## src/hdl/tcb_params.svh

```systemverilog
`ifndef TCB_PARAMS_SVH
`define TCB_PARAMS_SVH

// ==========================================================================
// timing
`define TCB_CLK_HZ          250000000
`define TCB_UPDATE_HZ       16000

// ==========================================================================
// geometry
`define TCB_WORD_W          16
`define TCB_ADDR_W          8
`define TCB_GAIN_W          12
`define TCB_GAIN_FRAC       10
`define TCB_NUM_COEFFS      27

// ==========================================================================
// indirect addresses
`define TCB_ADDR_TONE1_FREQ      8'h00
`define TCB_ADDR_TONE1_AMP       8'h01
`define TCB_ADDR_TONE1_PHASE     8'h02
`define TCB_ADDR_TONE2_FREQ      8'h03
`define TCB_ADDR_TONE2_AMP       8'h04
`define TCB_ADDR_TONE2_PHASE     8'h05
`define TCB_ADDR_RING_DC_OFFSET  8'h06
`define TCB_ADDR_RING_FREQ       8'h07
`define TCB_ADDR_RING_AMP        8'h08
`define TCB_ADDR_RING_PHASE      8'h09
`define TCB_ADDR_RX_GAIN         8'h0D
`define TCB_ADDR_TX_GAIN         8'h0E
`define TCB_ADDR_LC_UPPER        8'h0F
`define TCB_ADDR_RT_THRESH       8'h10
`define TCB_ADDR_CM_LOW          8'h11
`define TCB_ADDR_CM_HIGH         8'h12
`define TCB_ADDR_PWR_PAIR1       8'h13
`define TCB_ADDR_PWR_PAIR2       8'h14
`define TCB_ADDR_PWR_PAIR3       8'h15
`define TCB_ADDR_LC_FILTER       8'h16
`define TCB_ADDR_RT_FILTER       8'h17
`define TCB_ADDR_THERM_PAIR1     8'h18
`define TCB_ADDR_THERM_PAIR2     8'h19
`define TCB_ADDR_THERM_PAIR3     8'h1A
`define TCB_ADDR_RING_CM_BIAS    8'h1B
`define TCB_ADDR_CONV_OVERHEAD   8'h40
`define TCB_ADDR_LC_LOWER        8'h42

// ==========================================================================
// reset values of the direct port registers
`define TCB_DATA_RESET      16'h0000
`define TCB_ADDR_RESET      8'h00

`endif

```

## src/hdl/tcb_pkg.sv

```systemverilog
`include "tcb_params.svh"

package tcb_pkg;

    typedef logic [`TCB_WORD_W-1:0] tcb_word_type;
    typedef logic [`TCB_ADDR_W-1:0] tcb_addr_type;

    typedef enum logic [1:0] {
        XFER_IDLE,
        XFER_WRITE,
        XFER_READ
    } tcb_xfer_state_type;

    // maps an indirect address onto a storage slot; bit 5 flags a mapped address
    function automatic logic [5:0] coeff_slot(input tcb_addr_type addr);
        logic [5:0] slot;
        slot = 6'h00;
        if (addr <= `TCB_ADDR_RING_PHASE) begin
            slot = {1'b1, addr[4:0]};
        end else if (addr >= `TCB_ADDR_RX_GAIN && addr <= `TCB_ADDR_RING_CM_BIAS) begin
            slot = {1'b1, 5'(addr - 8'h03)};
        end else if (addr == `TCB_ADDR_CONV_OVERHEAD) begin
            slot = {1'b1, 5'h19};
        end else if (addr == `TCB_ADDR_LC_LOWER) begin
            slot = {1'b1, 5'h1A};
        end
        return slot;
    endfunction

endpackage

```

## src/hdl/tcb_coeff_store.sv

```systemverilog
`timescale 1ns/1ns
`include "tcb_params.svh"

module tcb_coeff_store (
    // clock
    input  wire logic                                clk,
    // write side
    input  wire logic                                wrEn,
    input  wire tcb_pkg::tcb_addr_type               wrAddr,
    input  wire tcb_pkg::tcb_word_type               wrData,
    // read side
    input  wire tcb_pkg::tcb_addr_type               rdAddr,
    output tcb_pkg::tcb_word_type                    rdData,
    // all words, slot order
    output logic [`TCB_NUM_COEFFS*`TCB_WORD_W-1:0]   coeffWords
);

    // ======================================================================
    // storage, left without reset: contents are undefined until written
    tcb_pkg::tcb_word_type memReg  [`TCB_NUM_COEFFS];
    tcb_pkg::tcb_word_type memNext [`TCB_NUM_COEFFS];
    logic [5:0]            wrSlot;
    logic [5:0]            rdSlot;

    assign wrSlot = tcb_pkg::coeff_slot(wrAddr);
    assign rdSlot = tcb_pkg::coeff_slot(rdAddr);

    // every bit is kept, unused positions stay readable and writable
    always_comb begin
        for (int i = 0; i < `TCB_NUM_COEFFS; i++) begin
            memNext[i] = memReg[i];
        end
        if (wrEn && wrSlot[5]) begin
            memNext[wrSlot[4:0]] = wrData;
        end
    end

    always_ff @(posedge clk) begin
        for (int i = 0; i < `TCB_NUM_COEFFS; i++) begin
            memReg[i] <= memNext[i];
        end
    end

    // unmapped addresses read as zero
    assign rdData = rdSlot[5] ? memReg[rdSlot[4:0]] : `TCB_WORD_W'(0);

    genvar g;
    generate
        for (g = 0; g < `TCB_NUM_COEFFS; g++) begin : gWords
            assign coeffWords[g*`TCB_WORD_W +: `TCB_WORD_W] = memReg[g];
        end
    endgenerate

endmodule

```

## src/hdl/tcb_gain_scaler.sv

```systemverilog
`timescale 1ns/1ns
`include "tcb_params.svh"

module tcb_gain_scaler (
    // clock and reset
    input  wire logic                          clk,
    input  wire logic                          rst,
    // sample in
    input  wire logic signed [`TCB_WORD_W-1:0] sampleIn,
    input  wire logic                          sampleInValid,
    input  wire logic signed [`TCB_GAIN_W-1:0] gain,
    // sample out
    output logic signed [`TCB_WORD_W-1:0]      sampleOut,
    output logic                               sampleOutValid
);

    localparam int PW = `TCB_WORD_W + `TCB_GAIN_W;

    logic signed [PW-1:0]            product;
    logic signed [PW-1:0]            shifted;
    logic signed [`TCB_WORD_W-1:0]   sampleReg;
    logic signed [`TCB_WORD_W-1:0]   sampleNext;
    logic                            validReg;
    logic                            validNext;

    // ======================================================================
    // multiply, drop the fraction, saturate to the sample width
    assign product = PW'(sampleIn) * PW'(gain);
    assign shifted = product >>> `TCB_GAIN_FRAC;

    always_comb begin
        sampleNext = sampleReg;
        validNext  = sampleInValid;
        if (sampleInValid) begin
            if (shifted > PW'(16'sh7FFF)) begin
                sampleNext = 16'sh7FFF;
            end else if (shifted < PW'(-17'sh08000)) begin
                sampleNext = -16'sh8000;
            end else begin
                sampleNext = shifted[`TCB_WORD_W-1:0];
            end
        end
    end

    always_ff @(posedge clk) begin
        if (rst) begin
            sampleReg <= 16'h0000;
            validReg  <= 1'b0;
        end else begin
            sampleReg <= sampleNext;
            validReg  <= validNext;
        end
    end

    assign sampleOut      = sampleReg;
    assign sampleOutValid = validReg;

endmodule

```

## src/hdl/tcb_coeff_bank.sv

```systemverilog
`timescale 1ns/1ns
`include "tcb_params.svh"

module tcb_coeff_bank #(
    parameter int UPDATE_CYCLES = `TCB_CLK_HZ / `TCB_UPDATE_HZ
) (
    // clock and reset
    input  wire logic                          clk,
    input  wire logic                          rst,
    // host write strobes
    input  wire logic                          dataPortWrite,
    input  wire tcb_pkg::tcb_word_type         dataPortIn,
    input  wire logic                          addrPortWrite,
    input  wire tcb_pkg::tcb_addr_type         addrPortIn,
    // host read view
    output tcb_pkg::tcb_word_type              indirectDataPort,
    output tcb_pkg::tcb_addr_type              indirectAddressPort,
    output logic                               indirectPendingFlag,
    output logic                               transferDone,
    // tone generators
    output logic signed [`TCB_WORD_W-1:0]      tone1FrequencyCoeff,
    output logic signed [`TCB_WORD_W-1:0]      tone1Amplitude,
    output logic signed [`TCB_WORD_W-1:0]      tone1InitialPhase,
    output logic signed [`TCB_WORD_W-1:0]      tone2FrequencyCoeff,
    output logic signed [`TCB_WORD_W-1:0]      tone2Amplitude,
    output logic signed [`TCB_WORD_W-1:0]      tone2InitialPhase,
    // ringing generator
    output logic signed [`TCB_WORD_W-1:0]      ringDcOffset,
    output logic signed [`TCB_WORD_W-1:0]      ringFrequencyCoeff,
    output logic signed [`TCB_WORD_W-1:0]      ringAmplitude,
    output logic signed [`TCB_WORD_W-1:0]      ringInitialPhase,
    // line control words
    output logic signed [`TCB_WORD_W-1:0]      loopClosureUpperThreshold,
    output logic signed [`TCB_WORD_W-1:0]      ringTripThreshold,
    output logic signed [`TCB_WORD_W-1:0]      commonModeLowThreshold,
    output logic signed [`TCB_WORD_W-1:0]      commonModeHighThreshold,
    output logic signed [`TCB_WORD_W-1:0]      powerAlarmThresholdPair1,
    output logic signed [`TCB_WORD_W-1:0]      powerAlarmThresholdPair2,
    output logic signed [`TCB_WORD_W-1:0]      powerAlarmThresholdPair3,
    // filters and thermal poles
    output logic signed [`TCB_WORD_W-1:0]      loopClosureFilterCoeff,
    output logic signed [`TCB_WORD_W-1:0]      ringTripFilterCoeff,
    output logic signed [`TCB_WORD_W-1:0]      thermalPolePair1,
    output logic signed [`TCB_WORD_W-1:0]      thermalPolePair2,
    output logic signed [`TCB_WORD_W-1:0]      thermalPolePair3,
    // bias, converter and lower loop closure threshold
    output logic signed [`TCB_WORD_W-1:0]      ringingCommonModeBias,
    output logic signed [`TCB_WORD_W-1:0]      converterOverheadVoltage,
    output logic signed [`TCB_WORD_W-1:0]      loopClosureLowerThreshold,
    // receive path samples
    input  wire logic signed [`TCB_WORD_W-1:0] rxSampleIn,
    input  wire logic                          rxSampleInValid,
    output logic signed [`TCB_WORD_W-1:0]      rxSampleOut,
    output logic                               rxSampleOutValid,
    // transmit path samples
    input  wire logic signed [`TCB_WORD_W-1:0] txSampleIn,
    input  wire logic                          txSampleInValid,
    output logic signed [`TCB_WORD_W-1:0]      txSampleOut,
    output logic                               txSampleOutValid
);

    localparam int TW = $clog2(UPDATE_CYCLES + 1);

    // ======================================================================
    // update rate timer
    logic [TW-1:0] tickCountReg;
    logic [TW-1:0] tickCountNext;
    logic          updateTick;

    // one tick per update period; every transfer waits for it
    assign updateTick = (tickCountReg == TW'(UPDATE_CYCLES - 1));

    always_comb begin
        if (updateTick) begin
            tickCountNext = TW'(0);
        end else begin
            tickCountNext = tickCountReg + TW'(1);
        end
    end

    always_ff @(posedge clk) begin
        if (rst) begin
            tickCountReg <= TW'(0);
        end else begin
            tickCountReg <= tickCountNext;
        end
    end

    // ======================================================================
    // indirect transfer control
    tcb_pkg::tcb_xfer_state_type stateReg;
    tcb_pkg::tcb_xfer_state_type stateNext;
    tcb_pkg::tcb_word_type       dataReg;
    tcb_pkg::tcb_word_type       dataNext;
    tcb_pkg::tcb_addr_type       addrReg;
    tcb_pkg::tcb_addr_type       addrNext;
    logic                        dataArmedReg;
    logic                        dataArmedNext;
    logic                        doneReg;
    logic                        doneNext;
    logic                        storeWrite;
    tcb_pkg::tcb_word_type       storeReadData;

    always_comb begin
        stateNext     = stateReg;
        dataNext      = dataReg;
        addrNext      = addrReg;
        dataArmedNext = dataArmedReg;
        doneNext      = 1'b0;
        storeWrite    = 1'b0;
        case (stateReg)
            tcb_pkg::XFER_IDLE: begin
                if (dataPortWrite) begin
                    dataNext      = dataPortIn;
                    dataArmedNext = 1'b1;
                end
                // an address write decides the direction of the transfer
                if (addrPortWrite) begin
                    addrNext      = addrPortIn;
                    dataArmedNext = 1'b0;
                    if (dataArmedReg || dataPortWrite) begin
                        stateNext = tcb_pkg::XFER_WRITE;
                    end else begin
                        stateNext = tcb_pkg::XFER_READ;
                    end
                end
            end
            tcb_pkg::XFER_WRITE: begin
                // host strobes are ignored until the tick services the transfer
                if (updateTick) begin
                    storeWrite = 1'b1;
                    doneNext   = 1'b1;
                    stateNext  = tcb_pkg::XFER_IDLE;
                end
            end
            tcb_pkg::XFER_READ: begin
                // unmapped addresses read back as zero and still complete
                if (updateTick) begin
                    dataNext  = storeReadData;
                    doneNext  = 1'b1;
                    stateNext = tcb_pkg::XFER_IDLE;
                end
            end
            default: begin
                stateNext = tcb_pkg::XFER_IDLE;
            end
        endcase
    end

    always_ff @(posedge clk) begin
        if (rst) begin
            stateReg     <= tcb_pkg::XFER_IDLE;
            dataReg      <= `TCB_DATA_RESET;
            addrReg      <= `TCB_ADDR_RESET;
            dataArmedReg <= 1'b0;
            doneReg      <= 1'b0;
        end else begin
            stateReg     <= stateNext;
            dataReg      <= dataNext;
            addrReg      <= addrNext;
            dataArmedReg <= dataArmedNext;
            doneReg      <= doneNext;
        end
    end

    // pending follows the state, so it drops with the completion pulse
    assign indirectDataPort    = dataReg;
    assign indirectAddressPort = addrReg;
    assign indirectPendingFlag = (stateReg != tcb_pkg::XFER_IDLE);
    assign transferDone        = doneReg;

    // ======================================================================
    // coefficient storage, no reset on contents
    logic [`TCB_NUM_COEFFS*`TCB_WORD_W-1:0] coeffWords;

    tcb_coeff_store uStore (
        .clk        (clk),
        .wrEn       (storeWrite),
        .wrAddr     (addrReg),
        .wrData     (dataReg),
        .rdAddr     (addrReg),
        .rdData     (storeReadData),
        .coeffWords (coeffWords)
    );

    function automatic tcb_pkg::tcb_word_type word_at(input tcb_pkg::tcb_addr_type addr);
        logic [5:0] slot;
        slot = tcb_pkg::coeff_slot(addr);
        return coeffWords[slot[4:0]*`TCB_WORD_W +: `TCB_WORD_W];
    endfunction

    // ======================================================================
    // coefficient outputs, all two's complement
    // always_comb follows coeffWords inside word_at; a plain assign would not

    // tone generators
    always_comb begin
        tone1FrequencyCoeff       = word_at(`TCB_ADDR_TONE1_FREQ);
        tone1Amplitude            = word_at(`TCB_ADDR_TONE1_AMP);
        tone1InitialPhase         = word_at(`TCB_ADDR_TONE1_PHASE);
        tone2FrequencyCoeff       = word_at(`TCB_ADDR_TONE2_FREQ);
        tone2Amplitude            = word_at(`TCB_ADDR_TONE2_AMP);
        tone2InitialPhase         = word_at(`TCB_ADDR_TONE2_PHASE);
    end

    // ringing generator
    always_comb begin
        ringDcOffset              = word_at(`TCB_ADDR_RING_DC_OFFSET);
        ringFrequencyCoeff        = word_at(`TCB_ADDR_RING_FREQ);
        ringAmplitude             = word_at(`TCB_ADDR_RING_AMP);
        ringInitialPhase          = word_at(`TCB_ADDR_RING_PHASE);
    end

    // line control words, filters, thermal poles, bias, converter and lower threshold
    always_comb begin
        loopClosureUpperThreshold = word_at(`TCB_ADDR_LC_UPPER);
        ringTripThreshold         = word_at(`TCB_ADDR_RT_THRESH);
        commonModeLowThreshold    = word_at(`TCB_ADDR_CM_LOW);
        commonModeHighThreshold   = word_at(`TCB_ADDR_CM_HIGH);
        powerAlarmThresholdPair1  = word_at(`TCB_ADDR_PWR_PAIR1);
        powerAlarmThresholdPair2  = word_at(`TCB_ADDR_PWR_PAIR2);
        powerAlarmThresholdPair3  = word_at(`TCB_ADDR_PWR_PAIR3);
        loopClosureFilterCoeff    = word_at(`TCB_ADDR_LC_FILTER);
        ringTripFilterCoeff       = word_at(`TCB_ADDR_RT_FILTER);
        thermalPolePair1          = word_at(`TCB_ADDR_THERM_PAIR1);
        thermalPolePair2          = word_at(`TCB_ADDR_THERM_PAIR2);
        thermalPolePair3          = word_at(`TCB_ADDR_THERM_PAIR3);
        ringingCommonModeBias     = word_at(`TCB_ADDR_RING_CM_BIAS);
        converterOverheadVoltage  = word_at(`TCB_ADDR_CONV_OVERHEAD);
        loopClosureLowerThreshold = word_at(`TCB_ADDR_LC_LOWER);
    end

    // ======================================================================
    // digital gain on both audio paths
    logic signed [`TCB_GAIN_W-1:0] rxGain;
    logic signed [`TCB_GAIN_W-1:0] txGain;
    tcb_pkg::tcb_word_type         rxGainWord;
    tcb_pkg::tcb_word_type         txGainWord;

    always_comb begin
        rxGainWord = word_at(`TCB_ADDR_RX_GAIN);
        txGainWord = word_at(`TCB_ADDR_TX_GAIN);
    end
    assign rxGain     = rxGainWord[`TCB_GAIN_W-1:0];
    assign txGain     = txGainWord[`TCB_GAIN_W-1:0];

    tcb_gain_scaler uRxGain (
        .clk            (clk),
        .rst            (rst),
        .sampleIn       (rxSampleIn),
        .sampleInValid  (rxSampleInValid),
        .gain           (rxGain),
        .sampleOut      (rxSampleOut),
        .sampleOutValid (rxSampleOutValid)
    );

    tcb_gain_scaler uTxGain (
        .clk            (clk),
        .rst            (rst),
        .sampleIn       (txSampleIn),
        .sampleInValid  (txSampleInValid),
        .gain           (txGain),
        .sampleOut      (txSampleOut),
        .sampleOutValid (txSampleOutValid)
    );

endmodule

```

## config.mk

```make
export PLATFORM = sky130hd
export DESIGN_NAME = tcb_coeff_bank
export DESIGN_NICKNAME = d
export VERILOG_FILES = /design/src/hdl/tcb_pkg.sv /design/src/hdl/tcb_coeff_store.sv /design/src/hdl/tcb_gain_scaler.sv /design/src/hdl/tcb_coeff_bank.sv
export VERILOG_INCLUDE_DIRS = /design/src /design/src/hdl
export SDC_FILE = /design/constraint.sdc
export NUM_CORES = 2
export LEC_CHECK = 0
export CAP_MARGIN = 20
export CORE_UTILIZATION = 47
export CTS_CLUSTER_DIAMETER = 100
export CTS_CLUSTER_SIZE = 40
export DETAILED_ROUTE_END_ITERATION = 8
export DONT_BUFFER_PORTS = 1
export HOLD_SLACK_MARGIN = 0.03
export PLACE_DENSITY_LB_ADDON = 0.2
export SLEW_MARGIN = 20
export SYNTH_ARGS = -nofsm -noshare
export SYNTH_HDL_FRONTEND = slang
export SYNTH_SLANG_ARGS = --single-unit
```

## constraint.sdc

```tcl
create_clock -name clk -period 11.6 [get_ports clk]
set_input_delay 0.58 -clock clk [delete_from_list [all_inputs] [get_ports clk]]
set_output_delay 0.58 -clock clk [all_outputs]
set_load 0.005 [all_outputs]
```

==> Yosys cells after proc, flatten, opt, wreduce, memory -nomap -nowiden <==
Memory sizes are Yosys's and may differ from the RTL's.
Index checks and enable logic that the tools add are counted.
Widths: inputs -> output; s select.
{ "op_classes": {"n_addsub": 2, "multipliers": 2, "n_lt_le_gt_ge": 9, "n_eq_ne": 9, "mux": 24, "n_bitwise": 2, "n_reduce_logical": 15} }
{ "op_table": {"columns": ["op", "n"], "rows": [
  ["$bwmux 432", 1],
  ["$mux 432", 1],
  ["$mux 16", 8],
  ["$demux 16 s5", 1],
  ["$mul 16x12->28", 2],
  ["$gt 18x16->1 const B", 2],
  ["$lt 18x16->1 const B", 2],
  ["$pmux 16 s2", 1],
  ["$mux 6", 4],
  ["$eq 8x7->1 const B", 2],
  ["$add 14x1->14 const B", 1],
  ["$eq 14x14->1 const B", 1],
  ["$ge 8x4->1 const B", 1],
  ["$le 8x4->1 const B", 1],
  ["$le 8x5->1 const B", 1],
  ["$ge 6x6->1 const B", 1],
  ["$lt 6x1->1 const B", 1],
  ["$mux 2", 3],
  ["$ne 2x2->1 const B", 3],
  ["$not 5->6", 1],
  ["$reduce_and 2->1", 3],
  ["$reduce_bool 2->1", 3],
  ["$reduce_or 2->1", 3],
  ["$sub 5x2->5 const B", 1],
  ["10 further kinds", 15]
]} }
{ "totals": {"ff_bits": 76, "ram_bits": 432, "inputBits": 62, "out_inout_bits": 460, "mem_count": 1} }
{ "mem_list": {"columns": ["name", "depth", "width", "rd", "rd_clocked_by_memory_dff", "wr", "line_no", "source"], "rows": [
  ["uStore.memReg", 27, 16, 28, 0, 27, "tcb_coeff_store.sv:20", "tcb_pkg::tcb_word_type memReg [`TCB_NUM_COEFFS];"]
]} }

==> Logic depth before layout (Yosys ltp) <==
{ "logic_depth": {"word_depth": 12, "ltp_mapped": 24, "mapped_depth_nobuf": 21} }

==> Modules after synthesis <==
From an unflattened synthesis, not the netlist that was laid out.
{ "unflattened": {"hier_cells": 3238, "hier_area_um2": 34637.0} }
{ "by_module_without_submodules": {"columns": ["module", "instances", "cells_each", "area_per_inst_um2"], "rows": [
  ["tcb_coeff_store", 1, 1375, 17798.3],
  ["tcb_gain_scaler at uRxGain", 1, 846, 7614.8],
  ["tcb_gain_scaler at uTxGain", 1, 814, 7342.0],
  ["tcb_coeff_bank", 1, 203, 1881.8]
]} }

==> Worst setup path before layout <==
OpenSTA, ideal clock, no wires.
{ "synth_path": {"path_type": "input to register", "from": "input port txSampleIn[15]", "to": "register uTxGain.sampleReg[14] (netlist: uTxGain.sampleOut[14])", "arrival_time_ps": 5930, "path_slack_ps": 5536, "cell_stages": 22, "path_buffers": 2, "path_cell_list": "clkbuf_1 > nand2_1 > fa_1 > inv_1 > ha_1 > inv_1 > fa_1 > inv_1 > fa_1 > inv_1 > fa_1 > inv_1 > ha_1 > and4_1 > o2111ai_1 > and2_1 > o31a_1 > and2_1 > xnor2_1 > o22ai_1 > buf_2 > a211oi_1"} }
{ "synth_via": {"elab_chain_cells": 4} }
{ "synth_lines": {"columns": ["element", "line_no", "source"], "rows": [
  ["start: declaration", "tcb_coeff_bank.sv:56", "input wire logic signed [`TCB_WORD_W-1:0] txSampleIn,"],
  ["$mul 16x12->28 *", "tcb_gain_scaler.sv:28", "assign product = PW'(sampleIn) * PW'(gain);"],
  ["$lt 18x16->1", "tcb_gain_scaler.sv:37", "end else if (shifted < PW'(-17'sh08000)) begin"],
  ["$mux 16", "tcb_gain_scaler.sv:37", null],
  ["$mux 16 *", "tcb_gain_scaler.sv:35", "if (shifted > PW'(16'sh7FFF)) begin"],
  ["end signal: assignment", "tcb_gain_scaler.sv:50", "sampleReg <= sampleNext;"],
  ["end: declaration", "tcb_gain_scaler.sv:21", "logic signed [`TCB_WORD_W-1:0] sampleReg;"]
]} }
Every way passes the cells marked *; elsewhere a longest branch is shown, timed or not.
A chain may end at the register's enable or synchronous reset.

==> metrics.csv <==
stage;metric;value;unit
final_layout;drive_gt1_frac;0.0482;
die;die_h;280;um
yosys;synth_nets;3880;
yosys;synth_cell_types;77;
final_layout;syn_to_final_growth;-2.38;%
worst_hold_path;hold_path.class;in2reg;
drt;antenna_left;0;
sta;fin_crit_sh;0.595;
power;powerDensity;194;nW/um^2
die;num_io_pins;522;
drt;drtIter0Drc;2220;
sta;setup_violations;0;
die;start_util;0.477;
sta;worst_slew_pin_slew;1.17;ns
power;p_sw;2.96;mW
power;pwr-share-clk;0.171;
setup_path;cp_max_fo;17;
place;hpwl;88200;um
drt;drc_errors;0;
final_layout;mostFrequentLayoutCells;inv_1, edfxtp_1, nand2_1;
flow_run;maxCapViolCount;0;
sta;fmax;0.145;GHz
final_layout;final_common_cell;inv_1;
global_routing;met3_usage;0.0889;
sta;setup_tns;0;ns
global_routing;met1_usage;0.368;
global_routing;met2_usage;0.497;
sta;slew_violations;0;
power;p_sw_frac;0.431;
place;gp_congestion;0.891;
yosys;ys.flop_type;edfxtp_1;
place;place_area;34400;um^2
die;core;76200;um^2
power;pwr-share-comb;0.514;
place;placed_cells;3866;
drt;vias;22800;
setup_path;criticalPathCategory;reg2reg;
sta;hold_viol;0;
global_routing;grt_max_degree;70;
place;place_ws;4.68;ns
setup_path;critPathArrivalTime;7.43;ns
final_layout;finish.instance_area;35500;um^2
sta;hold-worst-slack;0.0736;ns
power;p_total;6.87;mW
clocking;cts-root-buf;clkbuf_16;
final_layout;fin_util;0.465;
setup_path;crit_required;12.13;ns
yosys;async_flop_share;0;
power;ir_drop;0.146;mV
clocking;cts.sinks;508;
clocking;clockBufferDepth;3;
global_routing;grt-ovfl-total;0;
clocking;cts_buffers;24;
global_routing;antenna_found_initial;10;
die;fp-row-count;101;
power;internal-power;3.91;mW
final_layout;seq_area;14500;um^2
sta;period_needed;6.90;ns
sta;maxSlewHeadroom;0.218;
power;seq_power_share;0.315;
yosys;syn_area;36300;um^2
die;dieArea;78400;um^2
yosys;ys.warnings.count;0;
clocking;clk_pin_slew;0.14;ns
sta;worst_slack;4.70;ns
global_routing;grt.total_usage;0.299;
run_status;status;finished clean;
die;die_w;280;um
drt;wl_per_cell;30.0;um
global_routing;grt.busiest_layer;met2;
sta;skew;0.0546;ns
yosys;postSynthAreaPerCell;10.9;um^2
drt;viasPerCell;5.80;
final_layout;multiInputGateArea;16700;um^2
place;port_buffers;0;
yosys;synth_edf_count;432;
clocking;insertion_delay;0.63;ns
yosys;synth_cells;3345;
setup_path;startpoint_type;flip-flop;
drt;wirelength;118000;um
global_routing;grt_pass1_vias;23700;
drt;dr.pass1.iters;6;
global_routing;grt_pass1_wl;169000;um
yosys;synth_seq_area_share;0.399;
power;p_leak;14.1;nW
setup_path;cp-end-kind;flip-flop;
final_layout;final_nets;3401;
final_layout;stdcell_count;3921;
final_layout;fill_cells;6972;
yosys;ys_seq_elements;508;
sta;grt_setup_unrepaired;false;
clocking;htree_levels;1;
clocking;cts_tree;yes;
clocking;cts_resized;0;
## cell usage after synthesis, types with 41 or more instances
| cell type | instances | area [um^2] |
|---|---|---|
| a21oi_1 | 129 | 646 |
| and2_1 | 121 | 757 |
| buf_4 | 411 | 3090 |
| clkbuf_1 | 106 | 398 |
| dfxtp_1 | 76 | 1520 |
| edfxtp_1 | 432 | 13000 |
| fa_1 | 352 | 7050 |
| ha_1 | 121 | 1510 |
| inv_1 | 435 | 1630 |
| mux2i_1 | 77 | 771 |
| nand2_1 | 392 | 1470 |
| nand3_1 | 47 | 235 |
| nor2_1 | 137 | 514 |
| o22ai_1 | 97 | 607 |
| xnor2_1 | 41 | 359 |
## per-layer routing
layer  part of all wire  wire length [um]
met5           0.000094                11
met4              0.040              4760
met3               0.10             11900
met2               0.48             56500
met1               0.38             44500
## cell type report
cell class | instances | share of cell area
Timing Repair Buffer | 44 | 0.00949
Inverter | 435 | 0.0461
Tap cell | 1030 | 0.0364
Clock buffer | 30 | 0.0182
Clock inverter | 14 | 0.0104
Multi-Input combinational cell | 1853 | 0.470
Sequential cell | 508 | 0.409
Antenna cell | 7 | 0.000494
## power by group through the flow
stage	clock network, mW	logic [mW]	registers, mW
floorplan	0	2.70	2.17
finish	1.18	3.53	2.16
CTS	1.19	3.54	2.16
global placement	0	3.44	2.20
detailed placement	0	3.52	2.20
global route	1.24	4.00	2.17
## repair_timing
action	in CTS	in global routing
hold buffers	3	0
hold endpoints to repair	25	0
buffers inserted	0	0
## worst max-delay path, stage by stage (launching register included)
cell and delay (ns):
edfxtp_1 0.92, nand2_1 0.19, fa_1 0.50, fa_1 0.55, inv_1 0.04, ha_1 0.27
fa_1 0.50, inv_1 0.06, fa_1 0.49, inv_1 0.06, ha_1 0.28, nand4_1 0.09
o221ai_1 0.49, a21oi_1 0.23, o31ai_1 0.54, a22oi_1 0.15, o31a_1 0.21, o31ai_2 0.69
o21ai_0 0.27, a211oi_1 0.26
## registers in the layout, indices dropped and copies added (netlist names)
name                    flops
indirectAddressPort         8
dataArmedReg                1
uTxGain.sampleOut          16
uRxGain.sampleOutValid      1
transferDone                1
uTxGain.sampleOutValid      1
uStore.memReg             432
indirectDataPort           16
stateReg                    2
uRxGain.sampleOut          16
tickCountReg               14
## path summary, 6_finish.rpt
check | slack (ns) | from | endpoint | cells after the start
max | 4.70 | uStore.memReg[11][4]$_DFFE_PP_ | uTxGain.sampleOut[13]$_SDFFE_PP0P_ | 19
min | 0.07 | addrPortIn[7] | indirectAddressPort[7]$_SDFFE_PP0P_ | 2
max reg2reg | 4.70 | uStore.memReg[11][4]$_DFFE_PP_ | uTxGain.sampleOut[13]$_SDFFE_PP0P_ | 19
min reg2reg | 0.48 | indirectDataPort[14]$_SDFFE_PP0P_ | uStore.memReg[10][14]$_DFFE_PP_ | 0
## cells by family after synthesis
family / Yosys count / synth area share
and+or+nand+nor: 793 / 0.100
buffers and inverters: 984 / 0.146
DFF: 508 / 0.399
AOI/OAI and AO/OA: 443 / 0.0809
adders and majority gates: 473 / 0.236
xor gates and xnor gates: 65 / 0.0163
muxes: 79 / 0.0222
(Power assumes the default switching activity.)
